`config.mk`:
```
export PLATFORM = sky130hd
export DESIGN_NAME = spapm_top
export DESIGN_NICKNAME = d
export VERILOG_FILES = /design/src/spapm_pkg.sv /design/src/spapm_ctrl_if.sv /design/src/spapm_route.sv /design/src/spapm_top.sv
export SDC_FILE = /design/constraint.sdc
export NUM_CORES = 1
export LEC_CHECK = 0
export BUFFER_PORTS_ARGS = -buffer_cell sky130_fd_sc_hd__clkbuf_2
export CAP_MARGIN = 20
export CORE_MARGIN = 5
export CORE_UTILIZATION = 34
export DETAILED_ROUTE_END_ITERATION = 16
export GPL_TIMING_DRIVEN = 0
export PLACE_DENSITY = 0.92
export SLEW_MARGIN = 10
export SYNTH_ARGS = -nofsm -noshare
export SYNTH_HDL_FRONTEND = slang
export SYNTH_SLANG_ARGS = --single-unit
```
`constraint.sdc`:
```
create_clock -name hclk -period 3.07 [get_ports hclk]
set_input_delay 0.614 -clock hclk [delete_from_list [all_inputs] [get_ports hclk]]
set_output_delay 0.614 -clock hclk [all_outputs]
set_load 0.005 [all_outputs]
```
`src/spapm_pkg.sv`:
```
// package of constants for the serial port 0 and address pin mux
// assumes a single 100 MHz clock domain and an AHB-Lite register port
`default_nettype none
package spapm_pkg;
   // ****************************************
   // register map
   // ****************************************
   localparam logic [11:0] spapm_ctrl_offset = 12'h000;
   localparam logic [15:0] spapm_ctrl_reset = 16'h0000;
   localparam int spapm_sp0_lsb = 8;
   localparam int spapm_a20_bit = 5;
   localparam int spapm_a19_bit = 4;
   localparam int spapm_a18_bit = 3;
   localparam logic [31:0] spapm_ctrl_wmask = 32'h0000_0338;
   // ****************************************
   // routing codes and bus codes
   // ****************************************
   localparam logic [1:0] spapm_route_card = 2'h0;
   localparam logic [1:0] spapm_route_audio = 2'h1;
   localparam logic [1:0] spapm_route_gpio = 2'h2;
   localparam logic [1:0] spapm_route_none = 2'h3;
   localparam logic [1:0] spapm_htrans_nonseq = 2'h2;
   localparam logic [1:0] spapm_htrans_seq = 2'h3;
endpackage : spapm_pkg
`default_nettype wire

```
`src/spapm_ctrl_if.sv`:
```
// interface carrying the pin-select fields from the register to the router
// assumes one clock domain; fields are registered at the source
`default_nettype none
interface spapm_ctrl_if;
   logic [1:0] serial_port0_route_sel;
   logic [2:0] addr_pin_sel;
   modport src (output serial_port0_route_sel, output addr_pin_sel);
   modport dst (input serial_port0_route_sel, input addr_pin_sel);
endinterface : spapm_ctrl_if
`default_nettype wire

```
`src/spapm_route.sv`:
```
// combinational pin router for serial port 0 and address lines 20..18
// assumes selects come from flip-flops in the register block
`default_nettype none
module spapm_route (
   spapm_ctrl_if.dst ctrl,
   input wire logic [5:0] card_out,
   input wire logic [5:0] card_oe,
   output logic [5:0] card_in,
   input wire logic [3:0] audio_out,
   input wire logic [3:0] audio_oe,
   output logic [3:0] audio_in,
   input wire logic [5:0] gp_low_out,
   input wire logic [5:0] gp_low_oe,
   output logic [5:0] gp_low_in,
   input wire logic [5:0] sp0_pin_in,
   output logic [5:0] sp0_pin_out,
   output logic [5:0] sp0_pin_oe,
   input wire logic [2:0] ext_mem_addr_hi,
   input wire logic [2:0] gp_hi_out,
   input wire logic [2:0] gp_hi_oe,
   output logic [2:0] gp_hi_in,
   input wire logic [2:0] addr_pin_in,
   output logic [2:0] addr_pin_out,
   output logic [2:0] addr_pin_oe
);
   // ****************************************
   // serial port 0 routing
   // ****************************************
   always_comb begin
      sp0_pin_out = 6'h00;
      sp0_pin_oe = 6'h00;
      card_in = 6'h00;
      audio_in = 4'h0;
      gp_low_in = 6'h00;
      case (ctrl.serial_port0_route_sel)
         spapm_pkg::spapm_route_card: begin
            sp0_pin_out = card_out;
            sp0_pin_oe = card_oe;
            card_in = sp0_pin_in;
         end
         spapm_pkg::spapm_route_audio: begin
            sp0_pin_out = {gp_low_out[5:4], audio_out};
            sp0_pin_oe = {gp_low_oe[5:4], audio_oe};
            audio_in = sp0_pin_in[3:0];
            gp_low_in = {sp0_pin_in[5:4], 4'h0};
         end
         spapm_pkg::spapm_route_gpio: begin
            sp0_pin_out = gp_low_out;
            sp0_pin_oe = gp_low_oe;
            gp_low_in = sp0_pin_in;
         end
         default: begin
            sp0_pin_out = 6'h00; // reserved code drives nothing
            sp0_pin_oe = 6'h00;
         end
      endcase
   end
   // ****************************************
   // address pins: index 2 is line 20, 0 is line 18
   // ****************************************
   always_comb begin
      gp_hi_in = 3'h0;
      addr_pin_out = 3'h0;
      addr_pin_oe = 3'h0;
      for (int i = 0; i < 3; i++) begin
         if (ctrl.addr_pin_sel[i]) begin
            addr_pin_out[i] = gp_hi_out[i];
            addr_pin_oe[i] = gp_hi_oe[i];
            gp_hi_in[i] = addr_pin_in[i];
         end else begin
            addr_pin_out[i] = ext_mem_addr_hi[i];
            addr_pin_oe[i] = 1'b1;
         end
      end
   end
endmodule : spapm_route
`default_nettype wire

```
`src/spapm_top.sv`:
```
// pin mux control: AHB-Lite register with serial port 0 and address pin selects
// assumes one clock hclk, asynchronous active-low reset, single-word transfers
// Functional notes
// - two-bit serial port 0 route select at bits 9:8; code 11 routes nothing.
// - code 00 connects all six memory-card signals to serial port 0 pins.
// - code 01 routes four audio serial signals plus general pins 5:4.
// - code 10 routes general pins 5:0 to serial port 0 pins.
// - bits 7:6 reserved, read zero, writes ignored.
// - bit 5 clear gives address line 20, set gives general pin 26.
// - bit 4 clear gives address line 19, set gives general pin 25.
// - bit 3 selects between address line 18 and general pin 24.
// - bit 3 clear gives address line 18, set gives general pin 24.
`default_nettype none
module spapm_top (
   input wire logic hclk,
   input wire logic hresetn,
   input wire logic hsel,
   input wire logic [31:0] haddr,
   input wire logic [1:0] htrans,
   input wire logic hwrite,
   input wire logic [2:0] hsize,
   input wire logic [31:0] hwdata,
   input wire logic hready,
   output logic hreadyout,
   output logic hresp,
   output logic [31:0] hrdata,
   input wire logic [5:0] memory_card_ctrl_inst0_out,
   input wire logic [5:0] memory_card_ctrl_inst0_oe,
   output logic [5:0] memory_card_ctrl_inst0_in,
   input wire logic [3:0] audio_serial_inst0_out,
   input wire logic [3:0] audio_serial_inst0_oe,
   output logic [3:0] audio_serial_inst0_in,
   input wire logic [5:0] general_pins_low_six_out,
   input wire logic [5:0] general_pins_low_six_oe,
   output logic [5:0] general_pins_low_six_in,
   input wire logic [5:0] sp0_pin_in,
   output logic [5:0] sp0_pin_out,
   output logic [5:0] sp0_pin_oe,
   input wire logic ext_mem_addr_line20,
   input wire logic ext_mem_addr_line19,
   input wire logic ext_mem_addr_line18,
   input wire logic [2:0] general_pin_26_24_out,
   input wire logic [2:0] general_pin_26_24_oe,
   output logic [2:0] general_pin_26_24_in,
   input wire logic [2:0] addr_pin_in,
   output logic [2:0] addr_pin_out,
   output logic [2:0] addr_pin_oe
);
   // ****************************************
   // control register fields
   // ****************************************
   logic [1:0] serial_port0_route_sel;
   logic addr20_pin_sel;
   logic addr19_pin_sel;
   logic addr18_pin_sel;
   logic wr_pend;
   logic [11:0] wr_addr;
   logic access;
   logic [31:0] ctrl_word;
   spapm_ctrl_if ctrl ();

   assign access = hsel & hready & (htrans == spapm_pkg::spapm_htrans_nonseq |
                                    htrans == spapm_pkg::spapm_htrans_seq);
   assign hreadyout = 1'b1;
   assign hresp = 1'b0;

   // ****************************************
   // bus address phase capture
   // ****************************************
   always_ff @(posedge hclk or negedge hresetn) begin
      if (!hresetn) begin
         wr_pend <= 1'b0;
         wr_addr <= 12'h000;
      end else begin
         wr_pend <= access & hwrite;
         wr_addr <= haddr[11:0];
      end
   end

   // ****************************************
   // register write in data phase
   // ****************************************
   always_ff @(posedge hclk or negedge hresetn) begin
      if (!hresetn) begin
         serial_port0_route_sel <= spapm_pkg::spapm_ctrl_reset[9:8];
         addr20_pin_sel <= spapm_pkg::spapm_ctrl_reset[5];
         addr19_pin_sel <= spapm_pkg::spapm_ctrl_reset[4];
         addr18_pin_sel <= spapm_pkg::spapm_ctrl_reset[3];
      end else if (wr_pend && wr_addr == spapm_pkg::spapm_ctrl_offset) begin
         serial_port0_route_sel <= hwdata[spapm_pkg::spapm_sp0_lsb +: 2];
         addr20_pin_sel <= hwdata[spapm_pkg::spapm_a20_bit];
         addr19_pin_sel <= hwdata[spapm_pkg::spapm_a19_bit];
         addr18_pin_sel <= hwdata[spapm_pkg::spapm_a18_bit];
      end
   end

   // ****************************************
   // read data, registered at address phase
   // ****************************************
   always_comb begin
      ctrl_word = 32'h0000_0000; // reserved bits read zero
      ctrl_word[spapm_pkg::spapm_sp0_lsb +: 2] = serial_port0_route_sel;
      ctrl_word[spapm_pkg::spapm_a20_bit] = addr20_pin_sel;
      ctrl_word[spapm_pkg::spapm_a19_bit] = addr19_pin_sel;
      ctrl_word[spapm_pkg::spapm_a18_bit] = addr18_pin_sel;
      // a read right behind a write sees the word that the write is landing
      if (wr_pend && wr_addr == spapm_pkg::spapm_ctrl_offset) begin
         ctrl_word = hwdata & spapm_pkg::spapm_ctrl_wmask;
      end
   end

   always_ff @(posedge hclk or negedge hresetn) begin
      if (!hresetn) begin
         hrdata <= 32'h0000_0000;
      end else if (access && !hwrite) begin
         if (haddr[11:0] == spapm_pkg::spapm_ctrl_offset && haddr[31:12] == 20'h0_0000) begin
            hrdata <= ctrl_word & spapm_pkg::spapm_ctrl_wmask;
         end else begin
            hrdata <= 32'h0000_0000;
         end
      end
   end

   assign ctrl.serial_port0_route_sel = serial_port0_route_sel;
   assign ctrl.addr_pin_sel = {addr20_pin_sel, addr19_pin_sel, addr18_pin_sel};

   // ****************************************
   // pin router
   // ****************************************
   spapm_route u_route (
      .ctrl(ctrl.dst),
      .card_out(memory_card_ctrl_inst0_out),
      .card_oe(memory_card_ctrl_inst0_oe),
      .card_in(memory_card_ctrl_inst0_in),
      .audio_out(audio_serial_inst0_out),
      .audio_oe(audio_serial_inst0_oe),
      .audio_in(audio_serial_inst0_in),
      .gp_low_out(general_pins_low_six_out),
      .gp_low_oe(general_pins_low_six_oe),
      .gp_low_in(general_pins_low_six_in),
      .sp0_pin_in(sp0_pin_in),
      .sp0_pin_out(sp0_pin_out),
      .sp0_pin_oe(sp0_pin_oe),
      .ext_mem_addr_hi({ext_mem_addr_line20, ext_mem_addr_line19, ext_mem_addr_line18}),
      .gp_hi_out(general_pin_26_24_out),
      .gp_hi_oe(general_pin_26_24_oe),
      .gp_hi_in(general_pin_26_24_in),
      .addr_pin_in(addr_pin_in),
      .addr_pin_out(addr_pin_out),
      .addr_pin_oe(addr_pin_oe)
   );
endmodule : spapm_top
`default_nettype wire

```
# [Yosys cells after proc, flatten, opt, wreduce, memory -nomap -nowiden]
# Cells that the tools add are included.
[classes] eq_ne=4 bitwise=4 reduce_logical=8 muxes=16
[op_table] cell="$pmux 6 s3" n=2
[op_table] cell="$logic_not 12->1" n=2
[op_table] cell="$logic_not 20->1" n=1
[op_table] cell="$mux 10" n=2
[op_table] cell="$pmux 6 s2" n=1
[op_table] cell="$mux 1" n=9
[op_table] cell="$eq 2x2->1 const B" n=3
[op_table] cell="$mux 6" n=1
[op_table] cell="$mux 4" n=1
[op_table] cell="$and 1x1->1" n=3
[op_table] cell="$logic_and 1x1->1" n=3
[op_table] cell="$eq 2x1->1 const B" n=1
[op_table] cell="$logic_not 2->1" n=1
[op_table] cell="$logic_not 1->1" n=1
[op_table] cell="$or 1x1->1" n=1
[totals] ff_bits=50 input_bits=124 elab_cells=39 out_inout_bits=71

# [Longest topological paths before layout]
# Gate-level depths: netlist of the first run.
[depth] ltp_word=4 mapped_depth=6 depth_no_buf=5

# [Modules after synthesis]
# Synthesis of the first run repeated with hierarchy kept, for this count alone.
[unflattened] cells_unflattened=147 area_unflattened_um2=1471.4
[modules_own_cells] mod="spapm_top" area_per_inst_um2=1034.7 n_inst=1 seq_area_each_um2=575.6 cells_per_inst=82
[modules_own_cells] mod="spapm_route" area_per_inst_um2=436.7 n_inst=1 seq_area_each_um2=0.0 cells_per_inst=65

# [Least setup slack after synthesis of the first run]
# Ideal clock, no wire load.
[synth_timing] kind="reg2out" from="reg serial_port0_route_sel[0], in the netlist ctrl.serial_port0_route_sel[0]" to="out sp0_pin_oe[4]" n_path_buf=2 arrival_time_ns=1.304 required_ns=2.456 path_stages_with_launch=7 setup_slack_ns=1.152 path_cell_list="dfrtp_1 > inv_1 > ha_1 > clkbuf_1 > clkbuf_1 > a22oi_1 > nor2_1"
[synth_between] elab_chain_len=2 word_cells_on_any_way=4 classes_between="eq/ne (2); mux (1); reduce/logical (1)"
[synth_rtl] item="start: declaration" line_no="spapm_top.sv:52" text="logic [1:0] serial_port0_route_sel;"
[synth_rtl] item="start signal: assignment" line_no="spapm_top.sv:85" text="serial_port0_route_sel <= spapm_pkg::spapm_ctrl_reset[9:8];"
[synth_rtl] item="start signal: assignment" line_no="spapm_top.sv:90" text="serial_port0_route_sel <= hwdata[spapm_pkg::spapm_sp0_lsb +: 2];"
[synth_rtl] item="$eq 2x2->1 (tied with other cells)" line_no="spapm_route.sv:35" text="case (ctrl.serial_port0_route_sel)"
[synth_rtl] item="$pmux 6 s3 (*)" line_no="spapm_route.sv:35"
[synth_rtl] item="end: declaration" line_no="spapm_top.sv:38" text="output logic [5:0] sp0_pin_oe,"
# Every way passes the cells marked *; elsewhere a longest branch is shown, timed or not.

# [Worst setup path after layout of the first run]
[layout_timing] from="reg serial_port0_route_sel[0], in the netlist ctrl.serial_port0_route_sel[0]" to="out sp0_pin_oe[5]"
# The elaborated chain is that of the path after synthesis.

==> impl_results.md, run 1 <==
* Critical Path RT at 2.46 ns
* Largest stage delay on the critical path at 0.42 ns
* CTS Buffer Depth at 2
* Library cells used by synthesis at 23
* Placed Instances at 355
* Vias in the first global route at 1,550
* Number of synthesized register bits at 23
* Setup TNS at 0 ns
* IO buf count at 134
* Post-Synth XOR/XNOR Area at 0%
* Row count at 23
* Slack of the critical path at 0.469 ns
* CP max-delay cell: dfrtp_1
* Total wire length at 4.88 mm
* RD Place Congestion at slightly above 0.9
* Post-Synth Simple-Gate Area at 22.3%
* Max H-tree Level at 1
* Die span in x at 75.3 µm
* Multi-input gate area at 726 µm²
* Sequential area share after synthesis at between 30 and 40%
* Fmax at 384 MHz
* N_diodes at 0
* Mux contribution to synthesized area at under 10%
* Post-CTS setup buffers at 0
* Worst-skew pair later-pin latency at 0.26 ns
* Dpl hpwl at 4.39 mm
* Total Nets Final at 438
* Die Area at 5660 µm²
* CP Max Fanout at 10
* Final cell count without fillers at 359
* Number of fill cells at 347
* TritonCTS Buffers at 3
* Post-route ant nets at 0
* Share of cells above drive strength 1 at 57.6%
* Setup violations, final at 0
* CTS tree: built
* Post_cts resized at 0
* Total track usage at ~15%
* Post-Synthesis Cells at 144
* Largest net degree at the start of global routing at 24
* Tmin final at ~2.6 ns
* Slew headroom at 50.9%
* Die height at 75.3 µm
* Cts hold-fix bufs at 0
* Drt first-iter violations at between 50 and 60
* Crit path capture type: primary output
* Initial core utilization at approximately 36%
* Crit Path Category: flip-flop to primary output
* Sinks on Clock Net at 23
* RSZ-0062 raised after global routing: false
* DRC viols at 0
* Initial antenna violation count at 0
* PD cells at 297 nW/µm²
* Clk pin slew, worst setup/hold paths at ~0.070 ns
* Max_cap viols at 0
* Worst Skew at 0.00309 ns
* Hold WC Path Type: input port to asynchronous set/reset pin
* Startpoint types: flip-flop
* Cells along the critical path: inv_1, ha_1, clkbuf_1, clkbuf_1, a22oi_1, nor2_1, clkbuf_2
* Pre-CTS setup slack at 0.738 ns
* Core area at about 4000 µm²
* Final period util at 84.7%
* Synth Warn # at 0
* DR vias at between 1,500 and 2,000
* Post-synthesis adder-cell area fraction at 3.46%
* Synth Area in Compound Gates at 10.6%
* Fin. max-slew vios at 0
* Drt wl/cell at 13.6 µm
* CTS Root Cell: clkbuf_8
* Most frequent CP cell: clkbuf_1
* Register area at between 500 and 600 µm²
* Leak at 0.00137 µW
* IO Count at 195
* Worst vdd ir at 0.305 mV
* First-pass GRT wire length at 6.76 mm
* Run status: complete, no violations
* Via density at 4.52
* Delay-heaviest family, CP: buffers and inverters
* Post-Syn Area per Cell at between 10 and 15 µm²
* Pre-Repair DR Iteration Count at 4
* Mapped Area at 1450 µm²
* Crit path DAT at 1.99 ns
* CP bufs+invs at 4
* Final hold vios at 0
* Worst slew pin tran at 0.731 ns
* Largest family of logic cells by synthesized area: simple AND/OR/NAND/NOR gates
* Area Overhead vs Synth at 60.8%
* Grt total ovfl at 0
[flip-flops by register name, summed over array words and instances (netlist names)]
register                     flops
ctrl.serial_port0_route_sel      2
addr18_pin_sel                   1
wr_pend                          1
hrdata                           5
addr19_pin_sel                   1
addr20_pin_sel                   1
wr_addr                         12
[stage by stage]
stage | util (%) | hold WS, ns | cell area (µm²) | total power (µW)
2_1_floorplan | - | 0.318 | 1550 | 414
3_3_place_gp | 56.2 | 0.489 | 2280 | 517
3_5_place_dp | 56.2 | 0.494 | 2280 | 521
4_1_cts | 57.4 | 0.340 | 2330 | 699
5_1_grt | 57.4 | 0.388 | 2330 | 731
6_report | 57.4 | 0.330 | 2330 | 692
[worst paths after layout]
| kind | from | endpoint | slack [ns] | cells past startpoint |
|---|---|---|---|---|
| hold reg to reg | hrdata[8] | hrdata[8] | 0.51 | 1 |
| max in group asynchronous | hresetn | hrdata[9] | 2.38 | 1 |
| hold / removal | hresetn | addr20_pin_sel | 0.33 | 1 |
| setup reg to reg | wr_addr[1] | hrdata[5] | 1.46 | 4 |
| setup / recovery | ctrl.serial_port0_route_sel[0] | sp0_pin_oe[5] | 0.47 | 7 |
| min in group hclk | haddr[0] | wr_addr[0] | 0.47 | 1 |
[cells in the mapped netlist]
master / n / area [µm²]
a22oi_1: 4 / 30.0
nor4b_2: 1 / 15.0
buf_4: 29 / 218
nand4b_1: 1 / 8.76
nand4_2: 1 / 12.5
clkbuf_1: 6 / 22.5
a222oi_1: 8 / 80.1
mux2_2: 8 / 90.1
and4_1: 1 / 8.76
nor3_1: 2 / 10.0
a22o_1: 5 / 43.8
nand2b_1: 3 / 18.8
nor4_1: 8 / 50.1
and3_1: 2 / 12.5
nor2_1: 13 / 48.8
nand4_1: 2 / 12.5
or2_2: 1 / 6.26
nor4_2: 1 / 12.5
and2_1: 17 / 106
conb_1: 2 / 7.51
dfrtp_1: 23 / 576
inv_1: 2 / 7.51
ha_1: 4 / 50.1
[layout by cell type (no fill, tap or decap), types with 3 or more instances in the layout]
cell type / instances
a222oi_1: 8
buf_4: 29
mux2_2: 8
conb_1: 29
nor2_1: 13
ha_1: 4
nand2b_1: 3
clkbuf_2: 134
and2_1: 17
a22oi_1: 4
clkbuf_1: 7
a22o_1: 5
clkbuf_8: 3
dfrtp_1: 23
nor4_1: 8
[layout make-up]
| cell class | count | area share (%) |
|---|---|---|
| Buffer | 35 | 10.3 |
| Clock buffer | 4 | 1.94 |
| Timing Repair Buffer | 134 | 28.8 |
| Inverter | 2 | 0.323 |
| Tap cell | 50 | 2.69 |
| Sequential cell | 23 | 24.7 |
| Multi-Input combinational cell | 111 | 31.2 |
[where the power goes]
| part | total [µW] | switching, µW | internal [µW] | leakage, µW |
|---|---|---|---|---|
| logic | 195 | 84.5 | 110 | 0.00107 |
| registers | 321 | 6.65 | 315 | 0.000282 |
| clock network | 176 | 83.3 | 92.3 | 0.0000228 |
[per-layer routing]
metal / track usage [%] / wire length [µm] / vias up
met3: 3.20 / 722 / 10
met2: 31.3 / 2640 / 118
li1: - / - / 793
met5: 0 / 0 / -
met4: 4.85 / 87 / 0
met1: 14.6 / 1430 / 702
[cells by family after synthesis]
group,after synthesis
buf+inv,37
compound gates,17
simple gates,53
fa+ha+maj,4
flops,23
other cells,2
mux,8
Note: power is estimated with default switching activity, not from simulation.
==> run 2: changes to the inputs <==
Settings changed: CORE_UTILIZATION 34 to 31, PLACE_DENSITY 0.92 to 0.85.
Clock period 3.07 ns to 2.6 ns, I/O delays scaled along.
==> run 2 against run 1 <==
Cell count increased by 0.56%. Clock-buffer cell count is 1 lower. Global-route usage shrank 1.2 points. Setup slack lost 0.24 ns. Critical path type unchanged.
==> impl_results.md, run 2 (synthesis gave the netlist of run 1 again) <==
* CP bufs+invs at 4 (unchanged)
* Die Area at 6140 µm² (was 5660 µm²)
* CP Max Fanout at 10 (unchanged)
* Setup violations, final at 0 (unchanged)
* DRC viols at 0 (unchanged)
* Pre-Repair DR Iteration Count at 6 (was 4)
* DR vias at 1,615 (was 1,623)
* Final period util at 91.1%
* Core area at 4440 µm² (was 4060 µm²)
* Pre-CTS setup slack at 0.385 ns (was 0.738 ns)
* Slew headroom at 53.8% (was 50.9%)
* CTS Root Cell: clkbuf_8 (unchanged)
* Critical Path RT at 2.08 ns (was 2.46 ns)
* Worst-skew pair later-pin latency at 0.26 ns (about the same)
* Most frequent cells in the layout: clkbuf_2 (135), buf_4 (29), conb_1 (29), dfrtp_1 (23), and2_1 (17) (was clkbuf_2 (134), buf_4 (29), conb_1 (29), dfrtp_1 (23), and2_1 (17))
* CP max-delay cell: dfrtp_1 (unchanged)
* Max_cap viols at 0 (unchanged)
* Die height at 78.3 µm (was 75.3 µm)
* Commonest non-fill, non-tap cell in the layout: clkbuf_2 (unchanged)
* Run status: complete, no violations (unchanged)
* Worst vdd ir at 0.289 mV (was 0.305 mV)
* RSZ-0062 raised after global routing: false (unchanged)
* CTS Buffer Depth at 2 (unchanged)
* Placed Instance Area at 2280 µm² (about the same)
* PD cells at 351 nW/µm² (was 297 nW/µm²)
* Fin. max-slew vios at 0 (unchanged)
* Fmax at 422 MHz
* Cells along the critical path: inv_1, ha_1, clkbuf_1, clkbuf_2, a22oi_1, nor2_1, clkbuf_2 (was inv_1, ha_1, clkbuf_1, clkbuf_1, a22oi_1, nor2_1, clkbuf_2)
* Grt total ovfl at 0 (unchanged)
* Largest registers: wr_addr x12, hrdata x5, ctrl.serial_port0_route_sel x2 (unchanged)
* Drt first-iter violations at 51 (was 52)
* Finished layout cell area at 2330 µm² (about the same)
* IO Count at 195 (unchanged)
* IO buf count at 134 (unchanged)
* Cell count of the worst reg-to-reg path at 4 (unchanged)
* Dpl hpwl at 4.28 mm (was 4.39 mm)
* Leak at 0.00138 µW (was 0.00137 µW)
* Vias in the first global route at 1,577 (was 1,550)
* Clk pin slew, worst setup/hold paths at 0.07 ns (about the same)
* First-pass GRT wire length at 7.04 mm (was 6.76 mm)
* Max H-tree Level at 1 (unchanged)
* Hold WC Path Type: input port to asynchronous set/reset pin (unchanged)
* Most frequent CP cell: clkbuf_2 (was clkbuf_1)
* TritonCTS Buffers at 3 (unchanged)
* Total wire length at 4.71 mm (was 4.88 mm)
* Area Overhead vs Synth at 61.1% (was 60.8%)
* Largest net degree at the start of global routing at 24 (unchanged)
* RD Place Congestion at 0.823 (was 0.926)
* Initial antenna violation count at 0 (unchanged)
* Initial core utilization at 32.6% (was 35.7%)
* N_diodes at 0 (unchanged)
* Share of cells above drive strength 1 at 58.3% (was 57.6%)
* Slack of the critical path at 0.231 ns (was 0.469 ns)
* Final hold vios at 0 (unchanged)
* Worst slew pin tran at 0.687 ns (was 0.731 ns)
* Die span in x at 78.3 µm (was 75.3 µm)
* Crit path capture type: primary output (unchanged)
* Crit path DAT at 1.85 ns (was 1.99 ns)
* Crit Path Category: flip-flop to primary output (unchanged)
* Row count at 24 (was 23)
* Max reg flops at 12 (unchanged)
* CTS tree: built (unchanged)
* Sinks on Clock Net at 23 (unchanged)
* Post-CTS setup buffers at 0 (unchanged)
* Post-route ant nets at 0 (unchanged)
* Drt wl/cell at 13.0 µm (was 13.6 µm)
* Delay-heaviest family, CP: buffers and inverters (unchanged)
* Tmin final at 2.37 ns
* Total Nets Final at 438 (unchanged)
* Setup TNS at 0 ns (unchanged)
* Largest stage delay on the critical path at 0.42 ns (about the same)
* Via density at 4.47 (was 4.52)
* Total track usage at 14.0% (was 15.2%)
* Startpoint types: flip-flop (unchanged)
* Top reg by flops: wr_addr (unchanged)
* Worst Skew at 0.00347 ns (was 0.00309 ns)
* Cell count along the critical path at 7 (unchanged)
-- run 2: power breakdown --
| part | internal [µW] | leakage [µW] | total (µW) | switching (µW) |
|---|---|---|---|---|
| sequential | 371 | 0.000282 | 379 | 7.67 |
| combinational | 130 | 0.00107 | 228 | 97.9 |
| clock | 107 | 0.0000255 | 212 | 105 |
-- run 2: per-stage QoR --
stage	utilization, %	std cells	hold slack, ns	total power, µW
final	52.5	361	0.236	819
after global routing	52.5	361	0.275	868
after CTS	52.4	361	0.242	825
after detailed placement	51.4	357	0.492	614
after global placement	51.4	357	0.489	610
after floorplan	-	171	0.224	489
-- run 2: cell type report --
type	count	area, µm²
fill	384	2110
multi-input combinational	111	726
timing repair buffer	134	671
sequential	23	576
buffer	35	241
tap	52	65.1
clock buffer	3	41.3
inverter	2	7.51
clock inverter	1	5.00
-- run 2: repair_timing --
item | in CTS | in global routing
hold buffers | 0 | 0
setup endpoints to repair | 0 | 4
gates resized for setup | 0 | 2
-- run 2: worst register-to-register path, stage by stage (launching register included) --
cell and delay [ns]:
dfrtp_1 0.38, nor4_2 0.31, nand4_2 0.26, mux2_2 0.35
a22o_1 0.20
-- run 2: worst paths after layout --
| kind | start | to | slack [ns] |
|---|---|---|---|
| max | ctrl.serial_port0_route_sel[0] | sp0_pin_oe[5] | 0.23 |
| min | hresetn | hrdata[5] | 0.24 |
| max reg2reg | wr_addr[1] | hrdata[4] | 0.99 |
| min reg2reg | hrdata[4] | hrdata[4] | 0.52 |
| max in group asynchronous | hresetn | ctrl.serial_port0_route_sel[0] | 2.00 |
| min in group hclk | haddr[8] | wr_addr[8] | 0.38 |
-- run 2: routing by layer --
layer | vias up | wire (µm) | GRT usage [%]
met5 | - | 0 | 0
met4 | 0 | 12 | 3.15
met3 | 2 | 554 | 3.32
met2 | 106 | 2590 | 28.9
met1 | 717 | 1550 | 13.9
li1 | 790 | - | -
